===== config.mk =====
export PLATFORM = sky130hd
export DESIGN_NAME = pta_target
export DESIGN_NICKNAME = d
export VERILOG_FILES = /design/src/hdl/pta_bar.v /design/src/hdl/pta_sync.v /design/src/hdl/pta_target.v
export VERILOG_INCLUDE_DIRS = /design/src /design/src/hdl
export SDC_FILE = /design/constraint.sdc
export NUM_CORES = 1
export LEC_CHECK = 0
export ABC_AREA = 1
export BUFFER_PORTS_ARGS = -buffer_cell sky130_fd_sc_hd__buf_2
export CORE_MARGIN = 10
export CORE_UTILIZATION = 60
export DETAILED_ROUTE_END_ITERATION = 7
export GPL_ROUTABILITY_DRIVEN = 0
export GPL_TIMING_DRIVEN = 0
export PLACE_DENSITY = 0.89
export SYNTH_ARGS = -nofsm -noshare
export SYNTH_HDL_FRONTEND = slang
export SYNTH_SLANG_ARGS = --single-unit

===== constraint.sdc =====
create_clock -name clock_in -period 28.9 [get_ports clock_in]
set_clock_uncertainty 0.2 [all_clocks]
set_input_delay 8.67 -clock clock_in [delete_from_list [all_inputs] [get_ports clock_in]]
set_output_delay 8.67 -clock clock_in [all_outputs]
set_load 0.03 [all_outputs]

===== src/hdl/pta_defines.vh =====
// Purpose: shared constants of the pci target abort block
// Assumes: byte addresses on the local register port, 32-bit words
// Notes: register offsets, field positions, reset values, bus codes
`ifndef PTA_DEFINES_VH
`define PTA_DEFINES_VH

// register offsets (byte addresses)
`define PTA_OFF_ID 8'h00
`define PTA_OFF_CLASS 8'h04
`define PTA_OFF_SUBSYS 8'h08
`define PTA_OFF_CIS 8'h0c
`define PTA_OFF_LAT 8'h10
`define PTA_OFF_INFO 8'h14
`define PTA_OFF_CTRL 8'h18
`define PTA_OFF_STATUS 8'h1c
`define PTA_OFF_MASK 8'h20
`define PTA_OFF_DATA 8'h24
`define PTA_OFF_STATE 8'h28
`define PTA_OFF_BAR0 8'h40

// status / mask bit positions
`define PTA_ST_CLAIM 0
`define PTA_ST_WORD 1
`define PTA_ST_ABORT 2
`define PTA_ST_W 3

// control register
`define PTA_CTRL_EN 0
`define PTA_CTRL_RST 1'h1

// identification defaults (vendor code is arbitrary)
`define PTA_VENDOR_DEF 16'h0abc
`define PTA_DEVICE_DEF 16'h0000
`define PTA_SUBVEN_DEF 16'h0000
`define PTA_SUBSYS_DEF 16'h0000
`define PTA_REV_DEF 8'h01
`define PTA_BASECL_DEF 8'h05
`define PTA_SUBCL_DEF 8'h00
`define PTA_PROGIF_DEF 8'h00
`define PTA_CIS_DEF 32'h00000000
`define PTA_MINGNT_DEF 8'h00
`define PTA_MAXLAT_DEF 8'h00
`define PTA_LAT_RST 8'h00

// base address defaults: size masks, bar0 first in the low word
`define PTA_BAR_MASKS {32'h00000000, 32'h00000000, 32'h00000000, \
	32'hfffffff0, 32'hfffffff0, 32'hfffffffc}
`define PTA_BAR_IO 6'h01
`define PTA_BAR_64 6'h00
`define PTA_BAR_PF 6'h00

// bus commands claimed as target writes
`define PTA_CMD_IO_WR 4'h3
`define PTA_CMD_MEM_WR 4'h7

`endif


===== src/hdl/pta_bar.v =====
// Purpose: one base address register with its address decoder
// Assumes: 32-bit pci addresses; upper dword of a 64-bit bar not decoded
// Notes: a zero size mask means the bar is unused and never hits
module pta_bar #(
	parameter [31:0] SIZE_MASK = 32'h00000000,
	parameter IS_IO = 0,
	parameter IS_64 = 0,
	parameter PREFETCH = 0
) (
	input wire clock_in,
	input wire reset_in,
	input wire write_in,
	input wire [31:0] wdata_in,
	input wire [31:0] addr_in,
	input wire io_cycle_in,
	input wire mem_cycle_in,
	output wire hit_out,
	output wire [31:0] value_out
);
	reg [31:0] base;
	wire used;
	wire [3:0] type_bits;

	// only the size-aligned bits can be written by software
	always @(posedge clock_in or posedge reset_in) begin
		if (reset_in) begin
			base <= 32'h00000000;
		end else if (write_in) begin
			base <= wdata_in & SIZE_MASK;
		end
	end

	// io bars show bit0 set; memory bars show width and prefetch
	assign type_bits = IS_IO ? 4'h1 : {PREFETCH != 0, IS_64 != 0, 2'h0};
	assign used = (SIZE_MASK != 32'h00000000);
	assign value_out = used ? (base | {28'h0000000, type_bits}) : 32'h00000000;
	assign hit_out = used && (IS_IO ? io_cycle_in : mem_cycle_in) &&
		((addr_in & SIZE_MASK) == base);
endmodule // pta_bar


===== src/hdl/pta_sync.v =====
// Purpose: three-stage pin synchroniser with agreement filter
// Assumes: input is asynchronous to clock_in
// Notes: output moves only once stages two and three agree
module pta_sync #(
	parameter W = 1,
	parameter [W-1:0] RST_VAL = {W{1'b0}}
) (
	input wire clock_in,
	input wire reset_in,
	input wire [W-1:0] pin_in,
	output reg [W-1:0] level_out
);
	reg [W-1:0] stage1;
	reg [W-1:0] stage2;
	reg [W-1:0] stage3;

	// stage1 feeds stage2 only, so metastability never reaches logic
	always @(posedge clock_in or posedge reset_in) begin
		if (reset_in) begin
			stage1 <= RST_VAL;
			stage2 <= RST_VAL;
			stage3 <= RST_VAL;
			level_out <= RST_VAL;
		end else begin
			stage1 <= pin_in;
			stage2 <= stage1;
			stage3 <= stage2;
			if (stage2 == stage3)
				level_out <= stage3;
		end
	end
endmodule // pta_sync


===== src/hdl/pta_target.v =====
// Purpose: pci target write path with back-end abort and config header
// Assumes: pci clock and pins sampled by clock_in, pci period >= 8 clocks
// Notes: bus pins are sampled at the pci falling edge, mid-cycle
// Functional notes
// - on an address decode hit the block drives devsel low to claim the cycle.
// - trdy goes low in the pci cycle after the back-end signalled ready.
// - trdy stays low while ready was low one cycle back; the strobe follows last ready.
// - each accepted write word is shown on the local write data with the strobe low.
// - one cycle after an abort request devsel and trdy go high and stop goes low.
// - the master then releases irdy and in that same cycle stop is released.
// - the abort goes ahead whatever level irdy has.
// - pci, local master, local target and local data widths are 32 or 64, default 32.
// - vendor, device, subsystem ids are 16-bit build values and revision defaults to one.
// - class code is base class 0x05, subclass and interface zero by default.
// - the card information pointer is a 32-bit build value, default zero.
// - latency timer may be built read-only; min grant and max latency default zero.
// - each of six bars may be 32 or 64 bits, memory or io, prefetching or not.
// - by default bar0 is a 4-byte io window, bar1 and bar2 16-byte memory windows.
//
// Implementation choices: the plain strobed port and the register offsets.
`include "pta_defines.vh"
module pta_target #(
	parameter PCI_DATA_WIDTH = 32,
	parameter LM_DATA_WIDTH = 32,
	parameter LT_DATA_WIDTH = 32,
	parameter LOCAL_DATA_WIDTH = 32,
	parameter MT_VARIANT = 1,
	parameter [15:0] VENDOR_ID = `PTA_VENDOR_DEF,
	parameter [15:0] DEVICE_ID = `PTA_DEVICE_DEF,
	parameter [15:0] SUBSYS_VENDOR_ID = `PTA_SUBVEN_DEF,
	parameter [15:0] SUBSYS_ID = `PTA_SUBSYS_DEF,
	parameter [7:0] REVISION_ID = `PTA_REV_DEF,
	parameter [7:0] BASE_CLASS = `PTA_BASECL_DEF,
	parameter [7:0] SUB_CLASS = `PTA_SUBCL_DEF,
	parameter [7:0] PROG_IF = `PTA_PROGIF_DEF,
	parameter [31:0] CIS_POINTER = `PTA_CIS_DEF,
	parameter LAT_READ_ONLY = 0,
	parameter [7:0] MIN_GRANT = `PTA_MINGNT_DEF,
	parameter [7:0] MAX_LATENCY = `PTA_MAXLAT_DEF,
	parameter [191:0] BAR_MASKS = `PTA_BAR_MASKS,
	parameter [5:0] BAR_IO = `PTA_BAR_IO,
	parameter [5:0] BAR_64 = `PTA_BAR_64,
	parameter [5:0] BAR_PF = `PTA_BAR_PF
) (
	input wire clock_in,
	input wire reset_in,
	input wire pci_clk_in,
	input wire frame_n_in,
	input wire irdy_n_in,
	input wire [3:0] cbe_n_in,
	input wire [PCI_DATA_WIDTH-1:0] ad_in,
	output wire devsel_n_out,
	output wire devsel_n_oe_n_out,
	output wire trdy_n_out,
	output wire trdy_n_oe_n_out,
	output wire stop_n_out,
	output wire stop_n_oe_n_out,
	output wire interrupt_line_a_n_out,
	output wire interrupt_line_a_n_oe_n_out,
	input wire local_target_ready_n_in,
	input wire local_abort_request_n_in,
	output reg local_target_xfer_strobe_n_out,
	output reg [LT_DATA_WIDTH-1:0] local_target_write_data_out,
	input wire [7:0] reg_addr_in,
	input wire [31:0] reg_wdata_in,
	input wire reg_write_in,
	input wire reg_read_in,
	output reg [31:0] reg_rdata_out,
	output reg irq_out
);
	localparam [3:0] ST_IDLE = 4'b0001;
	localparam [3:0] ST_CLAIM = 4'b0010;
	localparam [3:0] ST_ABORT = 4'b0100;
	localparam [3:0] ST_DONE = 4'b1000;

	wire pclk;
	wire frame_n;
	wire irdy_n;
	wire [3:0] cbe_n;
	wire [PCI_DATA_WIDTH-1:0] ad;
	wire tick;
	wire io_cycle;
	wire mem_cycle;
	wire [5:0] bar_hit;
	wire [191:0] bar_value;
	wire [31:0] info_word;
	reg pclk_prev;
	reg frame_prev;
	reg [3:0] state;
	reg devsel_n;
	reg trdy_n;
	reg stop_n;
	reg drive;
	reg rdy_d1_n;
	reg target_en;
	reg [7:0] latency;
	reg [`PTA_ST_W-1:0] status;
	reg [`PTA_ST_W-1:0] mask;
	reg [`PTA_ST_W-1:0] set_ev;
	reg [31:0] last_word;

	// pins from the bus cross into clock_in; control lines reset high, clock and ad low
	pta_sync #(.W(1), .RST_VAL(1'b0)) u_sync_clk (
		.clock_in(clock_in),
		.reset_in(reset_in),
		.pin_in(pci_clk_in),
		.level_out(pclk)
	);
	pta_sync #(.W(6), .RST_VAL(6'h3f)) u_sync_ctl (
		.clock_in(clock_in),
		.reset_in(reset_in),
		.pin_in({frame_n_in, irdy_n_in, cbe_n_in}),
		.level_out({frame_n, irdy_n, cbe_n})
	);
	pta_sync #(.W(PCI_DATA_WIDTH), .RST_VAL({PCI_DATA_WIDTH{1'b0}})) u_sync_ad (
		.clock_in(clock_in),
		.reset_in(reset_in),
		.pin_in(ad_in),
		.level_out(ad)
	);

	// act at the falling pci edge: the master's drive is settled there,
	// and our outputs have half a period to settle before it samples
	assign tick = pclk_prev & ~pclk;
	assign io_cycle = (~cbe_n == `PTA_CMD_IO_WR);
	assign mem_cycle = (~cbe_n == `PTA_CMD_MEM_WR);

	// six base address windows, each with its own decode
	genvar gi;
	generate
		for (gi = 0; gi < 6; gi = gi + 1) begin : g_bar
			pta_bar #(
				.SIZE_MASK(BAR_MASKS[gi*32 +: 32]),
				.IS_IO(BAR_IO[gi]),
				.IS_64(BAR_64[gi]),
				.PREFETCH(BAR_PF[gi])
			) u_bar (
				.clock_in(clock_in),
				.reset_in(reset_in),
				.write_in(reg_write_in &&
					({24'h000000, reg_addr_in} == `PTA_OFF_BAR0 + 4 * gi)),
				.wdata_in(reg_wdata_in),
				.addr_in(ad[31:0]),
				.io_cycle_in(io_cycle),
				.mem_cycle_in(mem_cycle),
				.hit_out(bar_hit[gi]),
				.value_out(bar_value[gi*32 +: 32])
			);
		end
	endgenerate

	// build widths as seen by software
	assign info_word = {28'h0000000, MT_VARIANT != 0,
		(MT_VARIANT != 0) ? (LT_DATA_WIDTH == 64) : (LOCAL_DATA_WIDTH == 64),
		(MT_VARIANT != 0) && (LM_DATA_WIDTH == 64),
		PCI_DATA_WIDTH == 64};

	// tri-state pins, interrupt open-drain: enable low while driving
	assign devsel_n_out = devsel_n;
	assign trdy_n_out = trdy_n;
	assign stop_n_out = stop_n;
	assign devsel_n_oe_n_out = ~drive;
	assign trdy_n_oe_n_out = ~drive;
	assign stop_n_oe_n_out = ~drive;
	assign interrupt_line_a_n_out = 1'b0;
	assign interrupt_line_a_n_oe_n_out = ~irq_out;

	// target state machine, stepped once per pci cycle
	always @(posedge clock_in or posedge reset_in) begin
		if (reset_in) begin
			pclk_prev <= 1'b0;
			frame_prev <= 1'b1;
			state <= ST_IDLE;
			devsel_n <= 1'b1;
			trdy_n <= 1'b1;
			stop_n <= 1'b1;
			drive <= 1'b0;
			rdy_d1_n <= 1'b1;
			local_target_xfer_strobe_n_out <= 1'b1;
			local_target_write_data_out <= {LT_DATA_WIDTH{1'b0}};
			last_word <= 32'h00000000;
			set_ev <= {`PTA_ST_W{1'b0}};
		end else begin
			pclk_prev <= pclk;
			set_ev <= {`PTA_ST_W{1'b0}};
			local_target_xfer_strobe_n_out <= 1'b1;
			if (tick) begin
				frame_prev <= frame_n;
				case (state)
					ST_IDLE: begin
						rdy_d1_n <= 1'b1;
						if (frame_prev && !frame_n && target_en && (|bar_hit)) begin
							devsel_n <= 1'b0;
							drive <= 1'b1;
							state <= ST_CLAIM;
							set_ev[`PTA_ST_CLAIM] <= 1'b1;
						end
					end
					ST_CLAIM: begin
						rdy_d1_n <= local_target_ready_n_in;
						// a data phase ends when both ready lines are low
						if (!trdy_n && !irdy_n) begin
							local_target_xfer_strobe_n_out <= 1'b0;
							local_target_write_data_out <= ad[LT_DATA_WIDTH-1:0];
							last_word <= ad[31:0];
							set_ev[`PTA_ST_WORD] <= 1'b1;
						end
						if (!local_abort_request_n_in) begin
							// irdy is not looked at here
							devsel_n <= 1'b1;
							trdy_n <= 1'b1;
							stop_n <= 1'b0;
							state <= ST_ABORT;
						end else if (frame_n && !trdy_n && !irdy_n) begin
							devsel_n <= 1'b1;
							trdy_n <= 1'b1;
							state <= ST_DONE;
						end else begin
							// ready now, or ready one cycle earlier, holds trdy low
							trdy_n <= local_target_ready_n_in & rdy_d1_n;
						end
					end
					ST_ABORT: begin
						// frame goes first, then irdy ends the cycle
						if (frame_n && irdy_n) begin
							stop_n <= 1'b1;
							state <= ST_DONE;
							set_ev[`PTA_ST_ABORT] <= 1'b1;
						end
					end
					ST_DONE: begin
						// lines were driven high last cycle; now let go
						drive <= 1'b0;
						state <= ST_IDLE;
					end
					default: begin
						state <= ST_IDLE;
						devsel_n <= 1'b1;
						trdy_n <= 1'b1;
						stop_n <= 1'b1;
						drive <= 1'b0;
					end
				endcase
			end
		end
	end

	// software registers; a new event wins over a clear in the same cycle
	always @(posedge clock_in or posedge reset_in) begin
		if (reset_in) begin
			target_en <= `PTA_CTRL_RST;
			latency <= `PTA_LAT_RST;
			status <= {`PTA_ST_W{1'b0}};
			mask <= {`PTA_ST_W{1'b0}};
			irq_out <= 1'b0;
		end else begin
			if (reg_write_in && reg_addr_in == `PTA_OFF_STATUS)
				status <= (status & ~reg_wdata_in[`PTA_ST_W-1:0]) | set_ev;
			else
				status <= status | set_ev;
			if (reg_write_in && reg_addr_in == `PTA_OFF_MASK)
				mask <= reg_wdata_in[`PTA_ST_W-1:0];
			if (reg_write_in && reg_addr_in == `PTA_OFF_CTRL)
				target_en <= reg_wdata_in[`PTA_CTRL_EN];
			// latency timer is fixed when built read-only
			if (reg_write_in && reg_addr_in == `PTA_OFF_LAT &&
				MT_VARIANT != 0 && LAT_READ_ONLY == 0)
				latency <= reg_wdata_in[7:0];
			irq_out <= |(status & mask);
		end
	end

	// read data stands in the cycle after the strobe only
	always @(posedge clock_in or posedge reset_in) begin
		if (reset_in) begin
			reg_rdata_out <= 32'h00000000;
		end else if (!reg_read_in) begin
			reg_rdata_out <= 32'h00000000;
		end else begin
			case (reg_addr_in)
				`PTA_OFF_ID: reg_rdata_out <= {DEVICE_ID, VENDOR_ID};
				`PTA_OFF_CLASS: reg_rdata_out <= {BASE_CLASS, SUB_CLASS, PROG_IF,
					REVISION_ID};
				`PTA_OFF_SUBSYS: reg_rdata_out <= {SUBSYS_ID, SUBSYS_VENDOR_ID};
				`PTA_OFF_CIS: reg_rdata_out <= CIS_POINTER;
				`PTA_OFF_LAT: reg_rdata_out <= (MT_VARIANT != 0) ?
					{MAX_LATENCY, MIN_GRANT, 8'h00, latency} : 32'h00000000;
				`PTA_OFF_INFO: reg_rdata_out <= info_word;
				`PTA_OFF_CTRL: reg_rdata_out <= {31'h00000000, target_en};
				`PTA_OFF_STATUS: reg_rdata_out <= {29'h00000000, status};
				`PTA_OFF_MASK: reg_rdata_out <= {29'h00000000, mask};
				`PTA_OFF_DATA: reg_rdata_out <= last_word;
				`PTA_OFF_STATE: reg_rdata_out <= {25'h0000000, stop_n, trdy_n,
					devsel_n, state};
				8'h40: reg_rdata_out <= bar_value[31:0];
				8'h44: reg_rdata_out <= bar_value[63:32];
				8'h48: reg_rdata_out <= bar_value[95:64];
				8'h4c: reg_rdata_out <= bar_value[127:96];
				8'h50: reg_rdata_out <= bar_value[159:128];
				8'h54: reg_rdata_out <= bar_value[191:160];
				default: reg_rdata_out <= 32'h00000000;
			endcase
		end
	end
endmodule // pta_target


# After elaboration in Yosys (flattened, before gate mapping)
# Index checks and enable logic that the tools add are counted.
[totals]
reg_bits = 337
latch_bits = 0
mem_bits_rw = 0
romBits = 0
in_bits = 85
out_inout_bits = 74
word_cells = 140
n_memories = 0
[op_classes]
add_sub_neg = 0
multipliers = 0
div = 0
magnitude_cmp = 0
eq_ne = 27
shifts = 0
muxes = 31
n_bitwise = 15
reduce_logical = 35
[op_table]
columns = ["cell", "count"]
rows = [
  ["32-bit one-hot mux with 12 select lines", 1],
  ["28-bit equality test", 2],
  ["32-bit equality test", 1],
  ["8-bit by 5-bit equality test with 1-bit output, second input constant", 4],
  ["32-bit 2-to-1 mux", 1],
  ["30-bit equality test", 1],
  ["8-bit by 6-bit equality test with 1-bit output, second input constant", 3],
  ["8-bit by 7-bit equality test with 1-bit output, second input constant", 3],
  ["1-bit logical AND", 17],
  ["1-bit 2-to-1 mux", 17],
  ["4-bit 2-to-1 mux", 4],
  ["4-bit one-hot mux with 3 select lines", 1],
  ["4-bit AND reduction", 3],
  ["3-bit OR reduction", 3],
  ["4-bit by 2-bit equality test with 1-bit output, second input constant", 2],
  ["4-bit by 3-bit equality test with 1-bit output, second input constant", 2],
  ["8-bit by 3-bit equality test with 1-bit output, second input constant", 1],
  ["8-bit zero test", 1],
  ["1-bit NOT", 7],
  ["3-bit bitwise AND", 2],
  ["6-bit equality test", 1],
  ["3-bit 2-to-1 mux", 2],
  ["2-bit != test, second input constant", 3],
  ["3-bit OR", 2],
  ["other kinds (14)", 24],
]

# Longest topological paths before layout
[logic_depth]
word_depth = 8
ltp_mapped = 15
depth_no_buf = 14

# Modules after synthesis
# A second synthesis with hierarchy kept.
[hier_totals]
cells_unflattened = 2175
area_unflattened_um2 = 16799.9
[modules_own_cells]
columns = ["module", "instances", "cells_per_inst", "area_each_um2", "seq_area_each_um2"]
rows = [
  ["pta_target", 1, 903, 5878.1, 2387.3],
  ["pta_sync (u_sync_ad)", 1, 321, 4176.5, 3203.1],
  ["pta_bar (g_bar[1].u_bar ...)", 2, 247, 1610.3, 700.7],
  ["pta_bar (g_bar[0].u_bar)", 1, 270, 1724.2, 750.7],
  ["pta_sync (u_sync_ctl)", 1, 76, 925.9, 630.6],
  ["pta_bar (g_bar[3].u_bar ...)", 3, 34, 251.5, 0.0],
  ["pta_sync (u_sync_clk)", 1, 9, 120.1, 100.1],
]

# Worst setup path before layout
# OpenSTA, ideal clock, no wires.
[synth_path]
kind = "input to register"
startpoint = "in reg_addr_in[7]"
endpoint = "reg latency[6]"
setup_time_ns = 0.127
t_arrival_ns = 9.719
t_required_ns = 28.573
slack_ns = 18.854
cell_stages = 7
n_path_buf = 1
path_cell_list = "nor2_1 nand3_2 nor2_2 nand2_2 buf_2 nand2_1 o21ai_0"
[synth_via]
elab_chain_len = 2
[synth_rtl]
columns = ["item", "line_no", "text"]
rows = [
  ["from (decl)", "pta_target.v:64", "input wire [7:0] reg_addr_in,"],
  ["8-bit by 5-bit equality test with 1-bit output", "--", ""],
  ["1-bit logical AND (no line)", "--", ""],
  ["to (signal assigned)", "pta_target.v:252", "latency <= `PTA_LAT_RST;"],
  ["to (signal assigned)", "pta_target.v:268", "latency <= reg_wdata_in[7:0];"],
  ["to (decl)", "pta_target.v:96", "reg [7:0] latency;"],
]
# No other way between the ends.
# A chain may end at the register's enable or synchronous reset.

# Final worst setup path
[layout_path]
startpoint = "in reg_addr_in[1]"
endpoint = "reg reg_rdata_out[26]"
[layout_via]
elab_chain_len = 3
word_cells_on_any_way = 14
classes_between = "eq/ne: 11; mux: 2; reduce/logical: 1"
[layout_rtl]
columns = ["item", "line_no", "text"]
rows = [
  ["8-bit by 7-bit equality test with 1-bit output, or another cell as far along", "pta_target.v:280", "case (reg_addr_in)"],
  ["32-bit one-hot mux with 12 select lines *", "pta_target.v:280", ""],
  ["32-bit 2-to-1 mux *", "pta_target.v:277", "end else if (!reg_read_in) begin"],
  ["to (signal assigned)", "pta_target.v:281", "`PTA_OFF_ID: reg_rdata_out <= {DEVICE_ID, VENDOR_ID};"],
  ["to (signal assigned)", "pta_target.v:282", "`PTA_OFF_CLASS: reg_rdata_out <= {BASE_CLASS, SUB_CLASS, PROG_IF,"],
  ["to (signal assigned)", "pta_target.v:284", "`PTA_OFF_SUBSYS: reg_rdata_out <= {SUBSYS_ID, SUBSYS_VENDOR_ID};"],
  ["to (decl)", "pta_target.v:68", "output reg [31:0] reg_rdata_out,"],
]
# Every way passes the cells marked *; elsewhere a longest branch is shown, timed or not.

==> qor.txt <==
status = finished, violations left
failing checks = design-rule violations
Tcrit/Tclk final = 36.1%
CTS tree = yes
Primary FF master, synth = dfrtp_1
Pins Over Slew Limit = 0
M1 wire length = 13700 um
max layer used = met4
CTS max path bufs = 3
Via-to-Cell Ratio = 5.69
Clock Latency Late Sink = 0.52 ns
core area = 0.0228 mm^2
Worst Hold Class = reg -> reg
synth unique cells = 48
compound-gate portion of the synthesized area = 11.1%
CTS Root Cell = clkbuf_16
Area Growth Syn to Fin = 16.5%
GRT Resource Usage Total = 25.4%
peak supply drop = 0.0619 mV
initial core utilization = 61.6%
RSZ-0062 raised after global routing = false
cts bufs inserted = 34
largest net degree at the start of global routing = 139
Rel. slew slack = 45.8%
setup total negative slack = 0 ns
Avg Inst Size Synth = 9.49 um^2
antenna cells = 0
cell count after synthesis = 1483
Max Cap Viol = 0
Design Area, Final = 0.0164 mm^2
xor/xnor cell area share of the yosys netlist = 4.85%
syn nets = 1568
DR vias = 11.4k
Initial DRC Count = 1306
PwrDens = 64.2 mW/mm^2
met2 WL = 18500 um
WL/cell = 19.2 um
Leak Pwr = 0.00789 uW
Worst Tran Pin Value = 0.814 ns
Post-DP Area = 0.0153 mm^2
async set-or-reset flop fraction in the synthesized netlist = 100%
most frequent cells in the layout = nand2_1, dfrtp_1, buf_2, inv_1, o21ai_0
CTS Sinks = 337
fin cells = 2013
EDFF count, synth = 0
Remaining Overflow, GRT = 0
Final HPWL DP = 26900 um
Met3 Wirelength = 4510 um
crit path DAT = 10.62 ns
adder-cell area share of the yosys netlist = 0.0711%
post-CTS setup buffers = 0
post-route ant nets = 0
#FFs+latches synth = 337
count of final setup violators = 0
critical path peak fanout = 10
Final min period = 10.45 ns
Crit Path Category = in -> reg
die width = 173 um
commonest non-fill, non-tap cell in the layout = nand2_1
endpoint type of the worst setup path = flop
CTS resizes = 0
die area = 0.0300 mm^2
layout cells sized above 1 = 19.1%
router iterations before antenna repair = 8
total power = 1050 uW
chip height = 173 um
mapped cell area = 0.0141 mm^2
nature of the critical path startpoint = input port
first-pass GRT wire length = 61300 um
vias in the first global route = 11.7k
fmax = 95.7 MHz
Final Hold Fails = 0
initial antenna violation count = 0
Worst EP required = 29.07 ns
# hold bufs at CTS = 0
Seq/Total Area, Yosys = 60.2%
num ports = 159
Placed Instances = 1955
number of synthesis warnings = 0
IO buf count = 157
# nets final = 1763
H-Tree Depth = 2
num rows = 55
portion of netlist area occupied by mux cells = 0.400%
routed wire length = 38700 um
Clock Pin Slew Worst Setup and Hold Paths = 0.06 ns
fillcell total = 1597
main combinational cell family by area after synthesis = simple AND/OR/NAND/NOR gates
Post-Synth Simple-Gate Area = 16.5%
drc violations = 9
## metal layers
| metal | vias to the layer above | GRT usage, % |
|---|---|---|
| met5 | - | 0 |
| met4 | 0 | 13.4 |
| met3 | 170 | 7.84 |
| met2 | 775 | 41.7 |
| met1 | 5367 | 29.3 |
| li1 | 5137 | - |
## cells by family after synthesis
kind of cell,count (synthesis)
simple gates,561
flops,337
compound gates,269
buf+inv,231
xor+xnor,78
mux,5
fa+ha+maj,1
other cells,1
## worst paths after layout
kind | start | end | slack [ns] | cells after the start
worst max-delay path | reg_addr_in[1] | reg_rdata_out[26]$_DFF_PP0_ | 18.45 | 7
worst min-delay path | u_sync_ad.stage1[22]$_DFF_PP0_ | u_sync_ad.stage2[22]$_DFF_PP0_ | 0.15 | 0
worst max register to register | u_sync_ad.level_out[8]$_DFFE_PP0N_ | drive$_DFFE_PP0P_ | 26.51 | 12
worst min register to register | u_sync_ad.stage1[22]$_DFF_PP0_ | u_sync_ad.stage2[22]$_DFF_PP0_ | 0.15 | 0
max in group asynchronous | reset_in | mask[0]$_DFFE_PP0P_ | 18.94 | 4
min in group asynchronous | reset_in | u_sync_ad.stage2[18]$_DFF_PP0_ | 8.01 | 2
## state kept, by name, indices dropped and copies added (netlist names), 30 cells and up
signal	flops
g_bar.u_bar.base	30
last_word	32
u_sync_ad.stage2	32
u_sync_ad.level_out	32
reg_rdata_out	32
g_bar.u_bar.value_out	56
u_sync_ad.stage1	32
u_sync_ad.stage3	32
## critical path, cell delays in order
cell	delay, ns
buf_2	0.11
nor2_4	0.18
nand3_2	0.18
nor2_4	0.28
clkbuf_1	0.66
a21oi_1	0.19
a31oi_1	0.35
## synth_stat cells (3+ instances only)
master / n / share of area, %
a21oi_1: 21 / 0.75
a21oi_2: 8 / 0.50
a221oi_1: 24 / 1.5
a31oi_1: 8 / 0.36
buf_2: 18 / 0.64
buf_4: 4 / 0.21
buf_6: 3 / 0.24
clkbuf_1: 21 / 0.56
clkbuf_2: 7 / 0.25
dfrtp_1: 305 / 54
dfstp_2: 32 / 6.0
inv_1: 169 / 4.5
inv_2: 6 / 0.16
mux2_2: 5 / 0.40
nand2_1: 394 / 11
nand2_2: 3 / 0.13
nand3_1: 22 / 0.78
nand3_2: 3 / 0.21
nand4_1: 15 / 0.67
nor2_1: 91 / 2.4
nor2_2: 5 / 0.22
nor2_4: 3 / 0.24
nor3_1: 11 / 0.39
nor4_1: 3 / 0.13
o2111ai_1: 6 / 0.37
o21ai_0: 145 / 5.2
o21ai_1: 37 / 1.3
o22ai_1: 10 / 0.44
or2_2: 6 / 0.27
xnor2_1: 73 / 4.5
xor2_1: 5 / 0.31
## through the flow
step	setup slack (ns)	util, %	hold slack [ns]
floorplan	10.74	-	0.131
global placement	7.96	66.8	0.134
detailed placement	18.09	67.0	0.135
CTS	18.59	71.8	0.148
global route	18.41	71.8	0.150
finish	18.45	71.8	0.147
## layout make-up
class                      count  area (um^2)  share of cell area (%)
sequential                   337         8470                    51.7
inverter                     178          689                    4.20
tap                          313          392                    2.39
timing repair buffer         159          841                    5.13
buffer                        53          268                    1.63
clock buffer                  45          963                    5.87
multi-input combinational    915         4650                    28.4
clock inverter                13          124                   0.755
## report_power, final
part           total (uW)  internal, uW  switching [uW]
registers             522           501            20.1
clock network         430           252             178
logic                 101          35.1            65.9
total                1050           789             264
Note: power is estimated with default switching activity, not from simulation.
